File: config.mk
export PLATFORM = sky130hd
export DESIGN_NAME = gli_gpio_led
export DESIGN_NICKNAME = d
export VERILOG_FILES = /design/src/gli_pkg.sv /design/src/gli_act_blink.sv /design/src/gli_gpio_led.sv
export SDC_FILE = /design/constraint.sdc
export NUM_CORES = 1
export LEC_CHECK = 0
export BUFFER_PORTS_ARGS = -buffer_cell sky130_fd_sc_hd__buf_2
export CELL_PAD_IN_SITES_DETAIL_PLACEMENT = 1
export CELL_PAD_IN_SITES_GLOBAL_PLACEMENT = 2
export CORE_ASPECT_RATIO = 1.4
export CORE_UTILIZATION = 31
export CTS_CLUSTER_DIAMETER = 200
export DETAILED_ROUTE_END_ITERATION = 7
export PLACE_DENSITY_LB_ADDON = 0.08
export RECOVER_POWER = 25
export SYNTH_ARGS = -nofsm -noshare
export SYNTH_HDL_FRONTEND = slang
export SYNTH_SLANG_ARGS = --single-unit
File: constraint.sdc
create_clock -name ref_clk -period 2.71 [get_ports ref_clk]
set_input_delay 0.271 -clock ref_clk [delete_from_list [all_inputs] [get_ports ref_clk]]
set_output_delay 0.271 -clock ref_clk [all_outputs]
set_load 0.01 [all_outputs]
File: src/gli_pkg.sv
// Constants, carriers and register map for the GPIO / status LED block.
// Assumes one 10 MHz clock and a synchronous active-high reset.
//
// How it works
// - Crossover enabled unless strap held low
// - Each pin: push-pull, open-drain or input
// - LED function drives pins open-drain only
// - Speed indicator low at 100 Mb/s
// - Speed indicator high otherwise, incl. negotiation
// - Link/activity indicator low while link valid
// - Activity turns indicator off for 80 ms
// - Then on at least 80 ms before next
// - Duplex indicator low in full duplex
// - Everything runs on the reference clock
// - Reset returns all state to defaults
package gli_pkg;

    // ----------------------------------------------------------------
    // Timing
    // ----------------------------------------------------------------
    localparam int CLK_KHZ        = 10_000;                 // 100 ns period
    localparam int ACT_PULSE_MS   = 80;
    localparam int ACT_PULSE_CYC  = ACT_PULSE_MS * CLK_KHZ;
    localparam int ACT_CNT_W      = 20;

    // ----------------------------------------------------------------
    // Register map (byte addresses)
    // ----------------------------------------------------------------
    localparam logic [7:0] GLI_CFG_OFS  = 8'h00;
    localparam logic [7:0] GLI_DATA_OFS = 8'h04;
    localparam logic [7:0] GLI_STAT_OFS = 8'h08;

    // Field positions
    localparam int CFG_MODE_LSB  = 0;   // 2 bits per pin, pins 0..2
    localparam int CFG_LED_LSB   = 8;   // 1 bit per pin
    localparam int STAT_PIN_LSB  = 0;
    localparam int STAT_XOVR_BIT = 3;
    localparam int STAT_IND_LSB  = 4;

    // Reset values
    localparam logic [5:0] CFG_MODE_RST = 6'h00;
    localparam logic [2:0] CFG_LED_RST  = 3'h7;
    localparam logic [2:0] DATA_RST     = 3'h0;

    // Pin modes
    localparam logic [1:0] MODE_IN = 2'h0;
    localparam logic [1:0] MODE_PP = 2'h1;

    // ----------------------------------------------------------------
    // Types
    // ----------------------------------------------------------------
    typedef struct packed {
        logic link_up;
        logic speed_100;
        logic autoneg_busy;
        logic full_duplex;
    } gli_link_t;

    typedef struct packed {
        logic [2:0] out;
        logic [2:0] oe;
    } gli_pins_t;

    typedef enum logic [1:0] {
        ACT_ON,
        ACT_OFF,
        ACT_HOLD
    } gli_act_st_t;

endpackage : gli_pkg
File: src/gli_act_blink.sv
// Activity blink timer for the link/activity indicator.
// Assumes activity is a synchronous level or pulse on ref_clk.
`timescale 1ns/10ps
module gli_act_blink #(
    parameter int PULSE_CYC = gli_pkg::ACT_PULSE_CYC
) (
    // Clock and reset
    input  wire logic ref_clk,
    input  wire logic rst,
    // Status in
    input  wire logic link_up,
    input  wire logic activity,
    // Indicator off request
    output logic      off_r
);
    import gli_pkg::*;

    typedef struct packed {
        gli_act_st_t           st;
        logic [ACT_CNT_W-1:0]  cnt;
        logic                  seen;
        logic                  off;
    } gli_blink_t;

    localparam logic [ACT_CNT_W-1:0] LAST = ACT_CNT_W'(PULSE_CYC - 1);

    gli_blink_t s_r;
    gli_blink_t s_nxt;

    // --------------------------------------------------------------
    // Next state
    // --------------------------------------------------------------
    always_comb
    begin
        s_nxt = s_r;
        s_nxt.cnt = s_r.cnt + 1'b1;
        case (s_r.st)
            ACT_ON:
            begin
                s_nxt.cnt = '0;
                if (activity)
                begin
                    s_nxt.st  = ACT_OFF;
                    s_nxt.off = 1'b1;
                end
            end
            ACT_OFF:
            begin
                if (s_r.cnt == LAST)
                begin
                    s_nxt.st   = ACT_HOLD;
                    s_nxt.cnt  = '0;
                    s_nxt.off  = 1'b0;
                    s_nxt.seen = 1'b0;
                end
            end
            ACT_HOLD:
            begin
                if (activity)
                    s_nxt.seen = 1'b1;
                if (s_r.cnt == LAST)
                begin
                    s_nxt.cnt = '0;
                    if (s_r.seen || activity)
                    begin
                        s_nxt.st  = ACT_OFF;
                        s_nxt.off = 1'b1;
                    end
                    else
                        s_nxt.st = ACT_ON;
                end
            end
            default:
            begin
                s_nxt.st  = ACT_ON;
                s_nxt.off = 1'b0;
            end
        endcase
        // No blinking without a link
        if (!link_up)
        begin
            s_nxt.st   = ACT_ON;
            s_nxt.cnt  = '0;
            s_nxt.off  = 1'b0;
            s_nxt.seen = 1'b0;
        end
    end

    // State register
    always_ff @(posedge ref_clk)
    begin
        if (rst)
            s_r <= '{st: ACT_ON, cnt: '0, seen: 1'b0, off: 1'b0};
        else
            s_r <= s_nxt;
    end

    assign off_r = s_r.off;

endmodule : gli_act_blink

File: src/gli_gpio_led.sv
// GPIO pins shared with open-drain link status indicators, plus crossover strap.
// Assumes link status inputs are synchronous to ref_clk; pin wire resolved outside.
//
// Chosen here: strobed register access and the placing of the registers.
`timescale 1ns/10ps
module gli_gpio_led #(
    parameter int ACT_PULSE_CYC = gli_pkg::ACT_PULSE_CYC
) (
    // Clock and reset
    input  wire logic            ref_clk,
    input  wire logic            rst,
    // Register port
    input  wire logic [7:0]      reg_addr,
    input  wire logic [31:0]     reg_wdata,
    input  wire logic            reg_wr,
    input  wire logic            reg_rd,
    output logic      [31:0]     reg_rdata,
    // Internal link status
    input  wire gli_pkg::gli_link_t link_st,
    input  wire logic            tx_act,
    input  wire logic            rx_act,
    // Strap
    input  wire logic            crossover_strap_en,
    output logic                 crossover_en,
    // General-purpose pins
    input  wire logic [2:0]      gpio_in,
    output logic      [2:0]      gpio_out,
    output logic      [2:0]      gpio_oe
);
    import gli_pkg::*;

    typedef struct packed {
        logic [5:0]  mode;
        logic [2:0]  led_en;
        logic [2:0]  dout;
        logic [31:0] rdata;
        gli_pins_t   pins;
        logic        xovr;
        logic        strap_taken;
        logic [2:0]  ind_n;    // duplex, link/act, speed
        logic [2:0]  pin_lvl;
    } gli_state_t;

    gli_state_t s_r;
    gli_state_t s_nxt;
    logic       act_off;
    logic       speed_ind_n;
    logic       link_act_ind_n;
    logic       duplex_ind_n;

    // --------------------------------------------------------------
    // Pin drive for one pin: returns {out, oe}
    // --------------------------------------------------------------
    function automatic logic [1:0] pin_drive(
        input logic       led,
        input logic       ind_n,
        input logic [1:0] mode,
        input logic       dout
    );
        logic [1:0] r;
        r = 2'b00;
        if (led)
            r = {1'b0, ~ind_n};
        else if (mode == MODE_IN)
            r = 2'b00;
        else if (mode == MODE_PP)
            r = {dout, 1'b1};
        else
            r = {1'b0, ~dout};
        return r;
    endfunction : pin_drive

    // --------------------------------------------------------------
    // Activity blink timer
    // --------------------------------------------------------------
    gli_act_blink #(
        .PULSE_CYC (ACT_PULSE_CYC)
    ) u_blink (
        .ref_clk   (ref_clk),
        .rst       (rst),
        .link_up   (link_st.link_up),
        .activity  (tx_act | rx_act),
        .off_r     (act_off)
    );

    // --------------------------------------------------------------
    // Indicator levels
    // --------------------------------------------------------------
    assign speed_ind_n    = ~(link_st.link_up & link_st.speed_100
                              & ~link_st.autoneg_busy);
    assign link_act_ind_n = ~link_st.link_up | act_off;
    assign duplex_ind_n   = ~(link_st.link_up & link_st.full_duplex);

    // --------------------------------------------------------------
    // Next state
    // --------------------------------------------------------------
    always_comb
    begin
        logic [1:0] d;
        d = 2'b00;
        s_nxt = s_r;
        s_nxt.rdata   = '0;
        s_nxt.pin_lvl = gpio_in;
        s_nxt.ind_n   = {duplex_ind_n, link_act_ind_n, speed_ind_n};
        // Strap taken once after reset release
        if (!s_r.strap_taken)
        begin
            s_nxt.xovr        = crossover_strap_en;
            s_nxt.strap_taken = 1'b1;
        end
        // Register writes
        if (reg_wr)
        begin
            case (reg_addr)
                GLI_CFG_OFS:
                begin
                    s_nxt.mode   = reg_wdata[CFG_MODE_LSB +: 6];
                    s_nxt.led_en = reg_wdata[CFG_LED_LSB +: 3];
                end
                GLI_DATA_OFS: s_nxt.dout = reg_wdata[2:0];
                default:      s_nxt.dout = s_r.dout;
            endcase
        end
        // Register reads, data in next cycle only
        if (reg_rd)
        begin
            case (reg_addr)
                GLI_CFG_OFS:
                begin
                    s_nxt.rdata[CFG_MODE_LSB +: 6] = s_r.mode;
                    s_nxt.rdata[CFG_LED_LSB +: 3]  = s_r.led_en;
                end
                GLI_DATA_OFS: s_nxt.rdata[2:0] = s_r.dout;
                GLI_STAT_OFS:
                begin
                    s_nxt.rdata[STAT_PIN_LSB +: 3] = s_r.pin_lvl;
                    s_nxt.rdata[STAT_XOVR_BIT]     = s_r.xovr;
                    s_nxt.rdata[STAT_IND_LSB +: 3] = s_r.ind_n;
                end
                default:      s_nxt.rdata = '0;
            endcase
        end
        // Pin drivers
        for (int i = 0; i < 3; i++)
        begin
            d = pin_drive(s_r.led_en[i], s_r.ind_n[i], s_r.mode[2*i +: 2], s_r.dout[i]);
            s_nxt.pins.out[i] = d[1];
            s_nxt.pins.oe[i]  = d[0];
        end
    end

    // State register
    always_ff @(posedge ref_clk)
    begin
        if (rst)
        begin
            s_r             <= '0;
            s_r.mode        <= CFG_MODE_RST;
            s_r.led_en      <= CFG_LED_RST;
            s_r.dout        <= DATA_RST;
            s_r.ind_n       <= 3'h7;
            s_r.xovr        <= 1'b1;
        end
        else
            s_r <= s_nxt;
    end

    // Outputs straight from flops
    assign reg_rdata    = s_r.rdata;
    assign crossover_en = s_r.xovr;
    assign gpio_out     = s_r.pins.out;
    assign gpio_oe      = s_r.pins.oe;

endmodule : gli_gpio_led

=== Word-level counts from Yosys, hierarchy flattened ===
Cells that the tools add are included.

* Memories kept: 0
* Word-level logic and storage cells: 95
* Flip-flop bits (word level): 82
* Output and inout bits: 39
* Bits in writable memories: 0
* Latch bits: 0
* ROM bits: 0

* Div/mod/pow operators: 0
* Shift-type cells: 0
* Magnitude comparators: 0
* Add/subtract/negate cells: 1
* Muxes and demuxes: 22
* Reductions and logical operators: 19
* Equal/unequal tests: 13
* Multiply operators: 0
* Bitwise logic cells: 21

{| class="wikitable"
|+ Operators by type and width
! operator !! count
|-
| case mux 20 bit (3 select lines) || 1
|-
| 2-to-1 mux 24 bit || 1
|-
| 2-to-1 mux 22 bit || 1
|-
| adder 20 x 1 -> 20 bit (second input constant) || 1
|-
| equality test 20 bit (second input constant) || 1
|-
| NOT 1 bit || 16
|-
| 2-to-1 mux 1 bit || 13
|-
| OR reduction 4 bit || 3
|-
| != test 2 x 1 -> 1 bit (second input constant) || 5
|-
| case mux 3 bit (3 select lines) || 1
|-
| equality test 2 x 1 -> 1 bit (second input constant) || 4
|-
| equality test 8 x 3 -> 1 bit (second input constant) || 1
|-
| equality test 8 x 4 -> 1 bit (second input constant) || 1
|-
| logical NOT 2 bit || 4
|-
| logical NOT 8 bit || 1
|-
| case mux 2 bit (3 select lines) || 1
|-
| case mux 3 bit (2 select lines) || 1
|-
| AND reduction 3 bit || 2
|-
| OR reduction 3 bit || 2
|-
| AND reduction 2 bit || 2
|-
| AND reduction 4 bit || 1
|-
| OR reduction 2 bit || 2
|-
| AND 1 bit || 3
|-
| case mux 1 bit (3 select lines) || 1
|-
| other kinds (6) || 7
|}

=== Depth between registers and ports, before layout ===
* Depth after elaboration: 5
* Gate-level depth with buffers: 7
* Gate-level depth less buffers: 6

=== Cells and area by module ===
From an unflattened synthesis, not the netlist that was laid out.

* Cell total of the unflattened synthesis: 305
* Area total of the unflattened synthesis: 2866.5 sq um

{| class="wikitable"
|+ Modules (own cells, without submodules)
! module !! instances !! cells an instance !! seq. area each (sq um) !! area each (sq um)
|-
| gli_gpio_led || 1 || 174 || 720.7 || 1660.3
|-
| gli_act_blink || 1 || 131 || 480.5 || 1206.2
|}

=== Worst setup path after synthesis ===
OpenSTA, ideal clock, no wires.

* Kind: register to register
* Start: register u_blink.s_r[2] (netlist bit)
* End: register u_blink.s_r[1] (netlist bit)
* Slack: 1.030 ns
* Period minus slack after synthesis: 1.680 ns
* Cell stages (with the launch flop): 7
* Path buffers: 0
* Arrival time: 1.562 ns
* Setup time: 0.118 ns
* Cell sequence: dfxtp_1 > ha_1 > nand2_1 > nor3_4 > nand4_4 > or3_4 > o2111a_1

* Longest elaborated chain between the ends: 3

{| class="wikitable"
|+ Ends and longest elaborated chain
! what !! line !! RTL
|-
| from (decl) || gli_act_blink.sv:27 || <nowiki>gli_blink_t s_r;</nowiki>
|-
| from (signal assigned) || gli_act_blink.sv:93 || <nowiki>s_r <= '{st: ACT_ON, cnt: '0, seen: 1'b0, off: 1'b0};</nowiki>
|-
| from (signal assigned) || gli_act_blink.sv:95 || <nowiki>s_r <= s_nxt;</nowiki>
|-
| equality test 20 bit || gli_act_blink.sv:49 || <nowiki>if (s_r.cnt == LAST)</nowiki>
|-
| != test 2 x 1 -> 1 bit (no line) || -- ||
|-
| AND reduction 3 bit (no line) || -- ||
|}

Every way passes these cells.
A chain may end at the register's enable or synchronous reset.

=== Worst setup path in the final report ===
* Start: register u_blink.s_r[2] (netlist bit)
* End: register u_blink.s_r[13] (netlist bit)

* Longest elaborated chain between the ends: 3
* Elaborated cells on any way between the ends: 5
* Those cells by class: 1 x add/sub; 1 x eq/ne; 3 x mux

{| class="wikitable"
|+ Ends and longest elaborated chain
! what !! line !! RTL
|-
| adder 20 x 1 -> 20 bit / equality test 20 bit (equally long branches) || gli_act_blink.sv:36, gli_act_blink.sv:49, gli_act_blink.sv:61 ||
|-
| 2-to-1 mux 22 bit / 2-to-1 mux 24 bit (equally long branches) || gli_act_blink.sv:61, gli_act_blink.sv:49 ||
|-
| case mux 20 bit (3 select lines) (*) || gli_act_blink.sv:37 || <nowiki>case (s_r.st)</nowiki>
|}

Mark *: on every way between the ends. The rest lies on a longest branch, timed or not. The select of a mux whose other input is x is not followed.

==> impl_metrics.py <==
metrics = {
    "outcome": {
        "outcome": "complete, no violations",
    },
    "global_routing": {
        "antenna_found_initial": 0,
        "grt_util_all_layers_pct": 14.2,
        "overflow": 0,
        "grt_max_degree": 21,
        "grt_pass1_vias": 2035,
        "grt_pass1_wl_um": 9530,
    },
    "placement": {
        "dp_hpwl_um": 4160,
        "place.port_buffers": 47,
        "gp_congestion": 0.711,
    },
    "sta": {
        "final-hold-violation-count": 0,
        "fmax_mhz": 547,
        "tightest_slew_ps": 871,
        "fin_crit_ps": 1830,
        "finClkSkew_ps": 3.27,
        "fin_tns_setup_ps": 0,
        "period_share_pct": 67.4,
        "setup_viol_count_final": 0,
        "relSlewSlack_pct": 42.0,
        "drv_slew": 0,
        "rsz0062_at_grt": "no",
    },
    "logic_synthesis": {
        "synth_seq_cells": 60,
        "syn_area_mm2": 0.00267,
        "avgSynthCellArea_um2": 9.21,
        "yosysSeqAreaShare_pct": 45.0,
        "yosys_warnings": 0,
        "synth-edff-count": 0,
        "syn_inst": 290,
        "async_flop_share_pct": 0,
        "yosys_most_used_dff": "dfxtp_1",
        "synth_cell_types": 42,
    },
    "die": {
        "die_x_um": 80.5,
        "start_util_pct": 32.4,
        "die_y_um": 112,
        "die_area_mm2": 0.00900,
        "rows": 39,
        "pin_count": 93,
        "core_mm2": 0.00825,
    },
    "cells_and_area": {
        "mostFrequentLayoutCells": "60 x dfxtp_1, 52 x nor2_1, 44 x buf_2",
        "seqCellArea_mm2": 0.00120,
        "fin_nets": 384,
        "area_delta_synth_final_pct": 16.9,
        "nFillCells": 986,
        "multi_input_area_mm2": 0.00122,
        "final_common_cell": "dfxtp_1",
        "drive_gt1_share_pct": 21.7,
        "diodes": 0,
        "utilization_pct": 37.9,
    },
    "worst_setup_path": {
        "cp_data_required_time_ps": 2920,
        "end_kind": "flop",
        "cp-startpoint": "u_blink.s_r[2]",
        "worst_r2r_path_depth": 8,
        "critPathKind": "flop to flop",
        "critical-path-top-delay-family": "simple AND/OR/NAND/NOR gates",
        "critPathMaxFanout": 20,
        "startpoint_type": "flop",
        "crit_path_max_incr_delay_ps": 370,
        "cp_num_cells": 8,
        "critPathArrivalTime_ps": 2030,
        "timing.rr.start": "u_blink.s_r[2]",
        "path_cells": "ha_1 -> nand2_1 -> nor3_4 -> buf_4 -> nand4_4 -> o21ai_1 -> buf_4 -> nor2_1",
        "cpMostUsedCell": "buf_4",
        "crit_buf_inv": 2,
        "crit_slowest_cell": "dfxtp_1",
    },
    "power_and_ir_drop": {
        "vdd_drop_max_mv": 0.359,
        "leakagePower_nw": 1.28,
        "p_per_area_mw_per_mm2": 672,
    },
    "clock_network": {
        "cts.reportedPaths.clkPinSlew_ps": 50,
        "clockBufferDepth": 2,
        "numCtsBuffers": 9,
        "root_buffer": "clkbuf_16",
        "cts_tree": "done",
        "post_cts_resized": 0,
        "cts_hold_buf": 0,
        "clock_latency_ps": 320,
        "cts_setup_buffers": 0,
        "clock_tree.htree_level_count": 3,
        "cts.sinks": 60,
    },
    "worst_hold_path": {
        "min_from": "link_st[0]",
        "min_path_cells": 2,
        "hold_path_class": "input pin to flop",
    },
    "drt": {
        "drt_wl_total_um": 5570,
        "postRouteAntennaNets": 0,
        "avgViaCountPerCell": 4.45,
        "wl_per_cell_um": 12.8,
        "first_pass_iters": 4,
        "vias": 1933,
        "drt_iter0_drc": 24,
        "drc": 0,
    },
    "flow_run": {
        "drv_cap": 0,
    },
}
==> cells in the mapped netlist, drive strengths merged, types with 3 or more instances <==
master | n | area, um2
dfxtp | 60 | 1200
nor2 | 52 | 195
buf | 43 | 312
nand2 | 23 | 86.3
mux2i | 19 | 190
xor2 | 11 | 96.3
nand3 | 10 | 62.6
o21ai | 7 | 35.0
xnor2 | 7 | 61.3
nor3 | 6 | 41.3
and2 | 5 | 31.3
nand4 | 5 | 46.3
nor2b | 5 | 31.3
a21oi | 4 | 23.8
and3 | 4 | 25.0
inv | 3 | 11.3
nor4b | 3 | 32.5
==> where the power goes <==
part           switching [mW]  total, mW  internal [mW]  leakage [nW]
sequential            0.00583      0.900          0.894         0.486
clock                   0.369       1.12          0.748         0.145
combinational          0.0507     0.0819         0.0312         0.653
total                   0.425       2.10           1.67          1.28
==> layout make-up <==
type                            count  area share (%)
Clock buffer                       12            8.22
Clock inverter                      2            1.12
Inverter                            4           0.481
Multi-Input combinational cell    202            39.1
Sequential cell                    60            38.5
Tap cell                          102            4.09
Timing Repair Buffer               52            8.50
==> final timing paths <==
check / to / slack, ps
worst max-delay path: u_blink.s_r[13] / 880
worst min register to register: reg_rdata[6] / 450
worst min-delay path: s_r[5] / 130
worst max register to register: u_blink.s_r[13] / 880
==> layer usage <==
layer / vias up / routed length [um] / global-route usage (%)
met1: 900 / 2220 / 15.1
met5: - / 0 / 0
met2: 44 / 2900 / 24.1
li1: 982 / - / -
met3: 7 / 332 / 4.67
met4: 0 / 121 / 7.50
==> through the flow <==
stage	area [um2]	setup slack, ps	hold WS (ps)	cells	total power [mW]
floorplan	2750	1030	333	311	0.988
global placement	2840	865	446	420	1.00
detailed placement	2840	845	449	420	1.00
CTS	3130	831	116	434	2.14
global route	3120	704	122	434	2.19
finish	3120	883	126	434	2.10
==> worst reg2reg max path, cell delays in order (launching register included) <==
cell	delay, ps
dfxtp_1	370
ha_1	250
nand2_1	120
nor3_4	110
buf_4	180
nand4_4	150
o21ai_1	180
buf_4	270
nor2_1	90
==> sequential cells by signal (all words and copies together), names as in the netlist <==
| register | cells |
|---|---|
| u_blink.s_r | 23 |
| s_r | 19 |
| reg_rdata | 10 |
| gpio_oe | 3 |
| gpio_out | 3 |
| crossover_en | 1 |
| u_blink.off_r | 1 |
==> kinds of logic after synthesis <==
family / synth area share [%]
adder cells (fa/ha/maj): 0.468
flip-flops: 45.0
AO/OA/AOI/OAI: 3.47
other: 0.140
XOR/XNOR: 5.90
buffers and inverters: 12.5
AND/OR/NAND/NOR: 24.6
multiplexers: 7.96
Note: power is estimated with default switching activity, not from simulation.
